**src/hw/mac_cmd_pkg.sv**
```systemverilog
package mac_cmd_pkg;

  // ------------------------------------------------------------
  // command encodings
  // ------------------------------------------------------------
  localparam logic [7:0] OP_VERIFY = 8'h28;
  localparam logic [7:0] OP_COUNTER = 8'h24;
  localparam logic [7:0] MODE_COPY_A = 8'h01;
  localparam logic [7:0] MODE_COPY_B = 8'h05;
  localparam int MODE_CHAL_TK = 0;
  localparam int MODE_KEY_TK = 1;
  localparam int MODE_FLAG = 2;
  localparam int MODE_INC = 0;

  // result and error bytes; error values are plain defaults
  localparam logic [7:0] RES_MATCH = 8'h00;
  localparam logic [7:0] RES_MISMATCH = 8'h01;
  localparam logic [7:0] ERR_PARSE = 8'h03;
  localparam logic [7:0] ERR_EXEC = 8'h0f;
  localparam logic [2:0] LEN_BYTE = 3'd1;
  localparam logic [2:0] LEN_COUNT = 3'd4;

  // ------------------------------------------------------------
  // counters and data layout
  // ------------------------------------------------------------
  localparam logic [20:0] COUNT_MAX = 21'h1f_ffff;
  localparam logic [6:0] DATA_LEN = 7'd77;
  localparam logic [6:0] MSG_LEN = 7'd88;
  localparam logic [6:0] MSG_CHAL = 7'd32;
  localparam logic [6:0] MSG_X0 = 7'd64;
  localparam logic [6:0] MSG_ZERO = 7'd68;
  localparam logic [6:0] MSG_X4 = 7'd76;
  localparam logic [6:0] MSG_SER8 = 7'd79;
  localparam logic [6:0] MSG_X7 = 7'd80;
  localparam logic [6:0] MSG_SER0 = 7'd84;
  localparam logic [6:0] MSG_X11 = 7'd86;

  // ------------------------------------------------------------
  // register map (byte addresses)
  // ------------------------------------------------------------
  localparam logic [7:0] REG_CMD = 8'h00;
  localparam logic [7:0] REG_DATA = 8'h04;
  localparam logic [7:0] REG_CTRL = 8'h08;
  localparam logic [7:0] REG_STATUS = 8'h0c;
  localparam logic [7:0] REG_RESULT = 8'h10;
  localparam logic [7:0] REG_COUNT0 = 8'h14;
  localparam logic [7:0] REG_COUNT1 = 8'h18;
  localparam int CTRL_START = 0;
  localparam int CTRL_CLEAR = 1;
  localparam int ST_BUSY = 0;
  localparam int ST_DONE = 1;
  localparam int ST_AUTH = 2;
  localparam int ST_TKVALID = 3;
  localparam int ST_TKFLAG = 4;
  localparam int ST_TKRNG = 5;
  localparam int ST_LIMIT = 6;
  localparam int ST_LEN = 8;
  localparam int ST_AUTHIDX = 12;

endpackage

```
**src/hw/mac_message_mux.sv**
```systemverilog
module mac_message_mux (
  // byte index into the hashed message
  input wire logic [6:0] idx,
  // message sources
  input wire logic [255:0] key,
  input wire logic [255:0] chal,
  input wire logic [103:0] extra,
  input wire logic [71:0] serial_number,
  // selected byte
  output logic [7:0] msg_byte
);

  // ------------------------------------------------------------
  // fixed message layout
  // ------------------------------------------------------------
  logic [6:0] r;

  always_comb begin
    r = 7'd0;
    msg_byte = 8'h00;
    if (idx < mac_cmd_pkg::MSG_CHAL) begin
      msg_byte = key[8*idx +: 8];
    end else if (idx < mac_cmd_pkg::MSG_X0) begin
      r = 7'(idx - mac_cmd_pkg::MSG_CHAL);
      msg_byte = chal[8*r +: 8];
    end else if (idx < mac_cmd_pkg::MSG_ZERO) begin
      r = 7'(idx - mac_cmd_pkg::MSG_X0);
      msg_byte = extra[8*r +: 8];
    end else if (idx < mac_cmd_pkg::MSG_X4) begin
      msg_byte = 8'h00;
    end else if (idx < mac_cmd_pkg::MSG_SER8) begin
      r = 7'(idx - mac_cmd_pkg::MSG_X4 + 7'd4);
      msg_byte = extra[8*r +: 8];
    end else if (idx < mac_cmd_pkg::MSG_X7) begin
      msg_byte = serial_number[71:64];
    end else if (idx < mac_cmd_pkg::MSG_SER0) begin
      r = 7'(idx - mac_cmd_pkg::MSG_X7 + 7'd7);
      msg_byte = extra[8*r +: 8];
    end else if (idx < mac_cmd_pkg::MSG_X11) begin
      r = 7'(idx - mac_cmd_pkg::MSG_SER0);
      msg_byte = serial_number[8*r +: 8];
    end else if (idx < mac_cmd_pkg::MSG_LEN) begin
      r = 7'(idx - mac_cmd_pkg::MSG_X11 + 7'd11);
      msg_byte = extra[8*r +: 8];
    end
  end

endmodule // mac_message_mux

```
**src/hw/mac_check_and_counter_cmds.sv**
```systemverilog
// The register offsets and the AHB-Lite interface to the registers were left to the implementer.
module mac_check_and_counter_cmds (
  // clock and reset
  input wire logic clk,
  input wire logic reset,
  // ahb-lite slave
  input wire logic hsel,
  input wire logic [31:0] haddr,
  input wire logic [1:0] htrans,
  input wire logic hwrite,
  input wire logic [2:0] hsize,
  input wire logic [31:0] hwdata,
  input wire logic hready,
  output logic hreadyout,
  output logic hresp,
  output logic [31:0] hrdata,
  // hash engine
  output logic msg_valid,
  output logic [7:0] msg_byte,
  output logic msg_last,
  input wire logic msg_ready,
  input wire logic digest_valid,
  input wire logic [255:0] digest,
  // key slots and configuration
  output logic [3:0] key_rd_index,
  input wire logic [255:0] key_rd_data,
  input wire logic [15:0] require_random_nonce,
  input wire logic [63:0] slot_read_key_field,
  input wire logic [71:0] serial_number,
  // temp key loading from other commands
  input wire logic tk_load,
  input wire logic [255:0] tk_value,
  input wire logic tk_source_flag,
  input wire logic tk_from_rng,
  // authorization
  input wire logic auth_clear,
  output logic authorization_valid_flag,
  output logic [3:0] authorized_key_index,
  // counter 0 key use and preset
  input wire logic key_use,
  input wire logic counter0_preset_load,
  input wire logic [20:0] counter0_preset_value,
  output logic key_use_refused,
  output logic counter0_limit_reached
);

  // ------------------------------------------------------------
  // state
  // ------------------------------------------------------------
  typedef enum logic [2:0] {ST_IDLE, ST_FETCH, ST_HASH, ST_WAIT, ST_COPY} cmd_state_e;

  typedef struct packed {
    cmd_state_e st;
    logic hreadyout;
    logic hresp;
    logic [31:0] hrdata;
    logic rd_pend;
    logic wr_pend;
    logic [7:0] addr;
    logic [7:0] opcode;
    logic [7:0] mode;
    logic [15:0] key_index;
    logic [76:0][7:0] dbuf;
    logic [6:0] dcnt;
    logic [255:0] kbuf;
    logic [255:0] temp_key_register;
    logic tk_valid;
    logic temp_key_source_flag_a;
    logic tk_rng;
    logic auth_valid;
    logic [3:0] auth_idx;
    logic [1:0][20:0] cnt;
    logic cnt0_limit;
    logic refused;
    logic [3:0] rd_index;
    logic msg_valid;
    logic [7:0] msg_byte;
    logic msg_last;
    logic [6:0] midx;
    logic [31:0] result;
    logic [2:0] resp_len;
    logic done;
  } cmd_state_s;

  localparam cmd_state_s RESET_STATE = '{st: ST_IDLE, hreadyout: 1'b1, default: '0};

  cmd_state_s s_q;
  cmd_state_s s_d;
  logic start_cmd;
  logic [7:0] mux_byte;
  logic [255:0] chal_src;

  // returns {ok, next}; a counter at its maximum is never incremented
  function automatic logic [21:0] cnt_step(input logic [20:0] v);
    cnt_step = {v != mac_cmd_pkg::COUNT_MAX, 21'(v + 21'd1)};
  endfunction

  function automatic logic [3:0] copy_target(input logic [3:0] k);
    copy_target = k[0] ? k : 4'(k + 4'd1);
  endfunction

  assign start_cmd = s_q.wr_pend && (s_q.addr == mac_cmd_pkg::REG_CTRL)
                     && hwdata[mac_cmd_pkg::CTRL_START] && (s_q.st == ST_IDLE);
  assign chal_src = s_q.mode[mac_cmd_pkg::MODE_CHAL_TK] ? s_q.temp_key_register
                    : s_q.dbuf[31:0];

  mac_message_mux u_mux (
    .idx(s_q.midx),
    .key(s_q.kbuf),
    .chal(chal_src),
    .extra(s_q.dbuf[76:64]),
    .serial_number(serial_number),
    .msg_byte(mux_byte)
  );

  // ------------------------------------------------------------
  // next state
  // ------------------------------------------------------------
  always_comb begin
    logic [31:0] rdv;
    logic [21:0] step;
    logic fin;
    logic [7:0] fin_code;
    logic [3:0] tgt;
    logic sel;
    rdv = 32'h0000_0000;
    step = 22'h00_0000;
    fin = 1'b0;
    fin_code = 8'h00;
    tgt = 4'h0;
    sel = 1'b0;
    s_d = s_q;
    s_d.hreadyout = 1'b1;
    s_d.hresp = 1'b0;
    s_d.refused = 1'b0;

    // reads get one wait state so a write just before is already visible
    if (s_q.rd_pend) begin
      if (s_q.addr == mac_cmd_pkg::REG_CMD) begin
        rdv = {s_q.key_index, s_q.mode, s_q.opcode};
      end else if (s_q.addr == mac_cmd_pkg::REG_DATA) begin
        rdv = {25'h000_0000, s_q.dcnt};
      end else if (s_q.addr == mac_cmd_pkg::REG_STATUS) begin
        rdv[mac_cmd_pkg::ST_BUSY] = s_q.st != ST_IDLE;
        rdv[mac_cmd_pkg::ST_DONE] = s_q.done;
        rdv[mac_cmd_pkg::ST_AUTH] = s_q.auth_valid;
        rdv[mac_cmd_pkg::ST_TKVALID] = s_q.tk_valid;
        rdv[mac_cmd_pkg::ST_TKFLAG] = s_q.temp_key_source_flag_a;
        rdv[mac_cmd_pkg::ST_TKRNG] = s_q.tk_rng;
        rdv[mac_cmd_pkg::ST_LIMIT] = s_q.cnt0_limit;
        rdv[mac_cmd_pkg::ST_LEN +: 3] = s_q.resp_len;
        rdv[mac_cmd_pkg::ST_AUTHIDX +: 4] = s_q.auth_idx;
      end else if (s_q.addr == mac_cmd_pkg::REG_RESULT) begin
        rdv = s_q.result;
      end else if (s_q.addr == mac_cmd_pkg::REG_COUNT0) begin
        rdv = {11'h000, s_q.cnt[0]};
      end else if (s_q.addr == mac_cmd_pkg::REG_COUNT1) begin
        rdv = {11'h000, s_q.cnt[1]};
      end
      s_d.hrdata = rdv;
      s_d.rd_pend = 1'b0;
    end

    // writes land in the data phase; command fields are frozen while busy
    if (s_q.wr_pend) begin
      s_d.wr_pend = 1'b0;
      if (s_q.st == ST_IDLE) begin
        if (s_q.addr == mac_cmd_pkg::REG_CMD) begin
          s_d.opcode = hwdata[7:0];
          s_d.mode = hwdata[15:8];
          s_d.key_index = hwdata[31:16];
        end else if (s_q.addr == mac_cmd_pkg::REG_DATA) begin
          // challenge, response, extra data in arrival order
          if (s_q.dcnt < mac_cmd_pkg::DATA_LEN) begin
            s_d.dbuf[s_q.dcnt] = hwdata[7:0];
            s_d.dcnt = 7'(s_q.dcnt + 7'd1);
          end
        end else if (s_q.addr == mac_cmd_pkg::REG_CTRL) begin
          if (hwdata[mac_cmd_pkg::CTRL_CLEAR]) begin
            s_d.dcnt = 7'd0;
          end
        end
      end
    end

    if (hsel && htrans[1] && hready) begin
      s_d.addr = haddr[7:0];
      s_d.wr_pend = hwrite;
      s_d.rd_pend = !hwrite;
      s_d.hreadyout = hwrite;
    end

    // outside events; copy and command set below win over these
    if (auth_clear) begin
      s_d.auth_valid = 1'b0;
    end
    if (tk_load) begin
      s_d.temp_key_register = tk_value;
      s_d.tk_valid = 1'b1;
      s_d.temp_key_source_flag_a = tk_source_flag;
      s_d.tk_rng = tk_from_rng;
    end
    if (counter0_preset_load && (s_q.st == ST_IDLE)) begin
      s_d.cnt[0] = counter0_preset_value;
    end

    // ------------------------------------------------------------
    // command sequencing
    // ------------------------------------------------------------
    case (s_q.st)
      ST_IDLE: begin
        if (start_cmd) begin
          s_d.done = 1'b0;
          if (s_q.opcode == mac_cmd_pkg::OP_VERIFY) begin
            if (s_q.mode[7:3] != 5'h00) begin
              fin = 1'b1;
              fin_code = mac_cmd_pkg::ERR_PARSE;
            end else if (s_q.dcnt != mac_cmd_pkg::DATA_LEN) begin
              fin = 1'b1;
              fin_code = mac_cmd_pkg::ERR_PARSE;
            end else if ((s_q.mode[1] | s_q.mode[0])
                         && (s_q.mode[mac_cmd_pkg::MODE_FLAG] != s_q.temp_key_source_flag_a
                             || !s_q.tk_valid)) begin
              fin = 1'b1;
              fin_code = mac_cmd_pkg::ERR_EXEC;
            end else if (require_random_nonce[s_q.key_index[3:0]] && !s_q.tk_rng) begin
              fin = 1'b1;
              fin_code = mac_cmd_pkg::ERR_EXEC;
            end else begin
              s_d.rd_index = s_q.key_index[3:0];
              s_d.st = ST_FETCH;
            end
          end else if (s_q.opcode == mac_cmd_pkg::OP_COUNTER) begin
            sel = s_q.key_index[0];
            if (s_q.mode[7:1] != 7'h00) begin
              fin = 1'b1;
              fin_code = mac_cmd_pkg::ERR_PARSE;
            end else if (s_q.key_index > 16'h0001) begin
              fin = 1'b1;
              fin_code = mac_cmd_pkg::ERR_PARSE;
            end else if (s_q.mode[mac_cmd_pkg::MODE_INC]) begin
              step = cnt_step(s_d.cnt[sel]);
              if (!step[21]) begin
                fin = 1'b1;
                fin_code = mac_cmd_pkg::ERR_EXEC;
              end else begin
                // single-edge commit: the count is never half written
                s_d.cnt[sel] = step[20:0];
                s_d.result = {11'h000, step[20:0]};
                s_d.resp_len = mac_cmd_pkg::LEN_COUNT;
                s_d.done = 1'b1;
              end
            end else begin
              s_d.result = {11'h000, s_d.cnt[sel]};
              s_d.resp_len = mac_cmd_pkg::LEN_COUNT;
              s_d.done = 1'b1;
            end
          end else begin
            fin = 1'b1;
            fin_code = mac_cmd_pkg::ERR_PARSE;
          end
        end
      end
      ST_FETCH: begin
        // slot data is read with the index flop already settled
        s_d.kbuf = s_q.mode[mac_cmd_pkg::MODE_KEY_TK] ? s_q.temp_key_register
                   : key_rd_data;
        s_d.midx = 7'd0;
        s_d.st = ST_HASH;
      end
      ST_HASH: begin
        if (!s_q.msg_valid || msg_ready) begin
          if (s_q.midx == mac_cmd_pkg::MSG_LEN) begin
            s_d.msg_valid = 1'b0;
            s_d.msg_last = 1'b0;
            s_d.st = ST_WAIT;
          end else begin
            s_d.msg_valid = 1'b1;
            s_d.msg_byte = mux_byte;
            s_d.msg_last = s_q.midx == 7'(mac_cmd_pkg::MSG_LEN - 7'd1);
            s_d.midx = 7'(s_q.midx + 7'd1);
          end
        end
      end
      ST_WAIT: begin
        if (digest_valid) begin
          s_d.resp_len = mac_cmd_pkg::LEN_BYTE;
          if (digest == s_q.dbuf[63:32]) begin
            s_d.result = {24'h00_0000, mac_cmd_pkg::RES_MATCH};
            if (!s_q.mode[mac_cmd_pkg::MODE_KEY_TK]) begin
              s_d.auth_valid = 1'b1;
              s_d.auth_idx = s_q.key_index[3:0];
            end
            if (s_q.mode == mac_cmd_pkg::MODE_COPY_A || s_q.mode == mac_cmd_pkg::MODE_COPY_B) begin
              s_d.rd_index = copy_target(s_q.key_index[3:0]);
              s_d.st = ST_COPY;
            end else begin
              s_d.done = 1'b1;
              s_d.st = ST_IDLE;
            end
          end else begin
            s_d.result = {24'h00_0000, mac_cmd_pkg::RES_MISMATCH};
            s_d.done = 1'b1;
            s_d.st = ST_IDLE;
          end
        end
      end
      ST_COPY: begin
        // limited use and final use settings are deliberately not consulted
        tgt = s_q.rd_index;
        if (slot_read_key_field[4*tgt +: 4] == 4'h0) begin
          s_d.temp_key_register = key_rd_data;
          s_d.tk_valid = 1'b1;
        end
        s_d.done = 1'b1;
        s_d.st = ST_IDLE;
      end
      default: begin
        s_d.st = ST_IDLE;
      end
    endcase

    if (fin) begin
      s_d.result = {24'h00_0000, fin_code};
      s_d.resp_len = mac_cmd_pkg::LEN_BYTE;
      s_d.done = 1'b1;
      s_d.st = ST_IDLE;
    end

    // only counter 0 is ever tied to key use
    if (key_use) begin
      step = cnt_step(s_d.cnt[0]);
      if (step[21]) begin
        s_d.cnt[0] = step[20:0];
      end else begin
        s_d.refused = 1'b1;
      end
    end
    s_d.cnt0_limit = s_d.cnt[0] == mac_cmd_pkg::COUNT_MAX;
  end

  always_ff @(posedge clk or posedge reset) begin
    if (reset) begin
      s_q <= RESET_STATE;
    end else begin
      s_q <= s_d;
    end
  end

  assign hreadyout = s_q.hreadyout;
  assign hresp = s_q.hresp;
  assign hrdata = s_q.hrdata;
  assign msg_valid = s_q.msg_valid;
  assign msg_byte = s_q.msg_byte;
  assign msg_last = s_q.msg_last;
  assign key_rd_index = s_q.rd_index;
  assign authorization_valid_flag = s_q.auth_valid;
  assign authorized_key_index = s_q.auth_idx;
  assign key_use_refused = s_q.refused;
  assign counter0_limit_reached = s_q.cnt0_limit;

  logic [3:0] key_lo;
  assign key_lo = s_q.key_index[3:0];
endmodule // mac_check_and_counter_cmds

```
**config.mk**
```make
export PLATFORM = sky130hd
export DESIGN_NAME = mac_check_and_counter_cmds
export DESIGN_NICKNAME = d
export VERILOG_FILES = /design/src/hw/mac_cmd_pkg.sv /design/src/hw/mac_message_mux.sv /design/src/hw/mac_check_and_counter_cmds.sv
export SDC_FILE = /design/constraint.sdc
export NUM_CORES = 2
export LEC_CHECK = 0
export ABC_AREA = 1
export BUFFER_PORTS_ARGS = -buffer_cell sky130_fd_sc_hd__buf_2
export CAP_MARGIN = 15
export CORE_AREA = 2 2 416 418
export DETAILED_ROUTE_END_ITERATION = 8
export DIE_AREA = 0 0 418 420
export GPL_TIMING_DRIVEN = 0
export HOLD_SLACK_MARGIN = 0.12
export PLACE_DENSITY = 0.65
export SLEW_MARGIN = 40
export SYNTH_ARGS = -nofsm -noshare
export SYNTH_HDL_FRONTEND = slang
export SYNTH_SLANG_ARGS = --single-unit
```
**constraint.sdc**
```tcl
create_clock -name clk -period 66.2 [get_ports clk]
set_input_delay 9.93 -clock clk [delete_from_list [all_inputs] [get_ports clk]]
set_output_delay 9.93 -clock clk [all_outputs]
set_load 0.01 [all_outputs]
```
* After elaboration in Yosys (flattened, before gate mapping)
Cells that the tools add are included.
Cells by class: bitwise logic cells 7, shifts and indexed selects 8, $lt $le $gt $ge 16, add/sub/neg operators 14, equal/unequal tests 49, mux-type cells 126, reductions and logical operators 41
Operators by type and width (count):
- 616-bit bitwise mux | 1
- 257-bit two-way mux | 2
- 256-bit two-way mux | 2
- 256-bit by 11-bit indexed part select with 8-bit output | 2
- 104-bit by 11-bit indexed part select with 8-bit output | 4
- 36-bit two-way mux | 9
- 21-bit two-way mux | 15
- 259-bit two-way mux | 1
- 256-bit == test | 1
- 32-bit two-way mux | 4
- 8-bit two-way mux | 13
- 4-bit two-way mux | 20
- 72-bit by 11-bit indexed part select with 8-bit output | 1
- 35-bit case mux with 2 select lines | 1
- 64-bit by 7-bit indexed part select with 4-bit output | 1
- 7-bit < comparator, second input constant | 9
- 8-bit demux with 7-bit select | 1
- 7-bit two-way mux | 7
- 21-bit by 1-bit adder with 21-bit output, second input constant | 2
- 42-bit bitwise mux | 1
- 21-bit inequality test, second input constant | 2
- 3-bit two-way mux | 13
- 7-bit subtractor, second input constant | 5
- 8-bit by 5-bit == test with 1-bit output, second input constant | 3
- other kinds (61) | 141
Word-level totals: output and inout bits 55, input port bits 1023, flip-flop bits (word level) 1322, word-level logic and storage cells 367

* Logic depth before layout (Yosys ltp)
depth after elaboration 19, mapped depth 31

* Modules after synthesis
Synthesis repeated with hierarchy kept, for this count alone.
Second synthesis, totals: cell total of the unflattened synthesis 10022, area, all modules 74039.8 µm²
By module, submodules not included:
- mac_check_and_counter_cmds | seq. area each 32782.7 µm², instances 1, cells each 8318, area each 65584.2 µm²
- mac_message_mux | seq. area each 0.0 µm², instances 1, cells each 1704, area each 8455.6 µm²

* Worst setup path after synthesis
No wires, ideal clock.
path type input port to flip-flop, start point input port counter0_preset_load, end point register s_q, in the netlist counter0_limit_reached, stages on the path 30, path buffers 4, library setup time 0.080 ns, data arrival time 13.147 ns, setup slack 52.972 ns, data required time 66.120 ns, cells stage by stage nand3_4 buf_6 buf_6 nand2_1 nand3_2 nand2_2 ha_1 nand3_1 nor2_4 nand2_2 nor2_4 nand4_4 nand2_4 buf_6 nand2_1 nand2_2 ha_1 inv_1 nor2_2 nand2_1 nor2_2 nand3_2 buf_6 nand2_1 nand2_1 nand2_2 nand2_1 nor2_1 nand3_1 nor3_2
RTL lines:
- start, declared | RTL line mac_check_and_counter_cmds.sv:41 | input wire logic counter0_preset_load,
- end signal, assigned | RTL line mac_check_and_counter_cmds.sv:344 | s_q <= RESET_STATE;
- end signal, assigned | RTL line mac_check_and_counter_cmds.sv:346 | s_q <= s_d;
- end, declared | RTL line mac_check_and_counter_cmds.sv:87 | cmd_state_s s_q;

==> impl_metrics.json <==
{
  "status": "finished clean",
  "antenna_found_initial": 61,
  "fp-row-count": 152,
  "power_frac_comb": 0.330,
  "drt_wl_total_mm": 457,
  "path_clk_slew_ns": 0.06,
  "synthCells": 9486,
  "synth.largest_area_cell": "dfrtp_1",
  "synth_edf_count": 0,
  "cts_resized": 0,
  "fin_nets": 11766,
  "cts_tree": "built",
  "reg2reg_depth": 21,
  "required_ns": 66.96,
  "drcViolationCount": 0,
  "cts_setup_buffers": 0,
  "wl_per_cell_um": 34.8,
  "hold_depth": 2,
  "die_x_um": 418,
  "maxCapViolations": 0,
  "seq_area_frac_synth": 0.457,
  "ir_worst_vdd_v": 0.0000291,
  "critPathKind": "in2reg",
  "insertion_delay_ns": 0.88,
  "grt_pass1_wl_mm": 616,
  "placeableCoreArea_um2": 171000,
  "cts_root_buf": "clkbuf_16",
  "ctsLongestPathBuffers": 3,
  "finalCritPeriodShare": 0.214,
  "rsz0062_at_grt": "false",
  "syn-num-nets": 10527,
  "syn_area_um2": 71700,
  "whs_ns": 0.483,
  "skew_ns": 0.0383,
  "tightest_slew_ns": 1.01,
  "holdCritPathClass": "reg2reg",
  "min_from": "s_q[780]",
  "power.internal_mw": 1.66,
  "crit_fanout": 10,
  "cp_data_arrival_time_ns": 14.94,
  "synth_top_flop_cell": "dfrtp_1",
  "powerDensity_nw_per_um2": 32.9,
  "yosys-top-cells-area": "dfrtp_1 46%, nand2_1 12%, o21ai_0 9.9%",
  "p_switching_mw": 1.18,
  "synth_top_cell_area_share": 0.457,
  "hold_buffers": 0,
  "gp_congestion": 1.11,
  "clkPwrFrac": 0.319,
  "htree_levels": 4,
  "slew_viol_final": 0,
  "yosysMostFrequentCell": "nand2_1",
  "grt_max_degree": 82,
  "yosysWarnings": 0,
  "tns_ns": 0,
  "layout-drive-gt1-share": 0.159,
  "yosys-top-cells-count": "2261 x nand2_1, 1422 x o21ai_0, 1309 x dfrtp_1",
  "relSlewSlack": 0.325,
  "cts_sinks": 1310,
  "synth_seq_cells": 1310,
  "holdPathEnd": "s_q[780]",
  "drt_iter0_drc": 13289,
  "setup_viol": 0,
  "groute.usage.overall": 0.507,
  "fillers": 17025,
  "synthArstFlopShare": 1.00,
  "vias": 83357,
  "avgSynthCellArea_um2": 7.56,
  "reg2reg_to": "msg_byte[5]",
  "start_util": 0.419,
  "p_leak_nw": 40.8,
  "sw_frac_of_total": 0.417,
  "p_seq_frac": 0.351,
  "ant_nets": 0,
  "crit_path_start_kind": "input pin",
  "grt-ovfl-total": 0,
  "multi_input_area_um2": 33700,
  "power_mw": 2.84,
  "avgViaCountPerCell": 6.35,
  "cts_buffers": 151,
  "fmax_ghz": 0.0705,
  "synth_cell_types": 72,
  "hpwl_mm": 365,
  "port_buffers": 1043,
  "die-area_um2": 176000,
  "fin_crit_ns": 14.18,
  "critPathCaptureType": "register",
  "die_h_um": 420,
  "seq_area_um2": 32800,
  "areaGrowthSynthToFinish_pct": 20.3,
  "firstDrtPassIters": 8,
  "reg2reg_slack_ns": 58.99,
  "grt_pass1_vias": 77864,
  "r2r-start": "s_q[36]",
  "finalHoldViolations": 0,
  "ioPinCount": 1078
}
## power groups by stage
stage | combinational [mW] | sequential [mW] | clock (mW)
floorplan | 0.451 | 0.958 | 0
global route | 0.955 | 0.996 | 0.929
CTS | 0.878 | 0.986 | 0.897
finish | 0.938 | 0.997 | 0.905
detailed placement | 0.875 | 0.999 | 0
global placement | 0.858 | 1.00 | 0
## routing by layer
metal  global-route usage  part of all wire  vias up
li1                     -                 -    34486
met1                0.606              0.36    40268
met2                0.735              0.41     6842
met3                0.180              0.13     1717
met4                0.410             0.099       44
met5                    0           0.00064        -
## critical path, stage by stage
cell	delay [ns]
buf_2	0.19
nand3_4	0.11
buf_6	0.18
buf_6	0.15
nand2_1	0.08
nand3_2	0.11
nand2_2	0.22
ha_1	0.35
nand3_1	0.28
nor2_4	0.22
nand2_2	0.10
nor2_4	0.12
nand4_4	0.25
nand2_4	0.18
buf_6	0.16
nand2_1	0.07
nand2_2	0.19
ha_1	0.28
inv_1	0.10
nor2_2	0.23
nand2_1	0.13
nor2_2	0.11
nand2_2	0.16
nand3_1	0.13
nand2_1	0.11
nor3_1	0.35
nand3_1	0.20
nor3_2	0.24
## layout by cell type (no fill, tap or decap), types with 232 or more instances in the layout
cell,count
o21ai_0,1421
nor2_1,960
dfrtp_1,1309
nand3_1,232
a21oi_1,464
a31oi_1,297
buf_2,1079
clkbuf_1,466
nand2_1,2259
inv_1,642
## stage by stage
stage	instance area (µm²)	utilization	instances	setup WS [ns]
after floorplan	71700	-	9486	19.35
after global placement	79700	0.466	12762	4.11
after detailed placement	80900	0.473	12803	51.14
after CTS	86000	0.503	13076	52.01
after global routing	86100	0.504	13092	51.76
final	86200	0.504	13127	52.02
## final cells by class
| class | count | share of cell area |
|---|---|---|
| clock inverters | 73 | 0.0108 |
| diodes | 49 | 0.00142 |
| well taps | 2233 | 0.0324 |
| repair buffers | 1086 | 0.0701 |
| inverters | 664 | 0.0290 |
| plain buffers | 695 | 0.0360 |
| clock buffers | 200 | 0.0491 |
| flip-flops and latches | 1310 | 0.380 |
| multi-input cells | 6817 | 0.391 |
## cell families (layout without fill, tap and decap cells)
kind of cell             after synthesis  in the layout  synth area share
multiplexers                          31             31           0.00454
XOR/XNOR                             212            212            0.0259
other                                  1             50         0.0000523
buffers and inverters               1359           2718            0.0753
flip-flops                          1310           1310             0.457
AND/OR/NAND/NOR                     3907           3907             0.225
AO/OA/AOI/OAI                       2648           2648             0.209
adder cells (fa/ha/maj)               18             18           0.00314
## flip-flops by register name, summed over array words and instances (netlist names)
| signal | cells |
|---|---|
| authorization_valid_flag | 1 |
| authorized_key_index | 4 |
| counter0_limit_reached | 1 |
| hrdata | 32 |
| hreadyout | 1 |
| key_lo | 4 |
| key_rd_index | 4 |
| key_use_refused | 1 |
| msg_byte | 8 |
| msg_last | 1 |
| msg_valid | 1 |
| s_q | 1252 |
## worst max path at each step
stage | from | to
6_report | counter0_preset_load | counter0_limit_reached
5_1_grt | counter0_preset_load | counter0_limit_reached
4_1_cts | counter0_preset_load | counter0_limit_reached
3_5_place_dp | counter0_preset_load | counter0_limit_reached
3_3_place_gp | reset | s_q[224]
2_1_floorplan | reset | authorization_valid_flag
No activity file was read; power rests on OpenSTA's default activity.
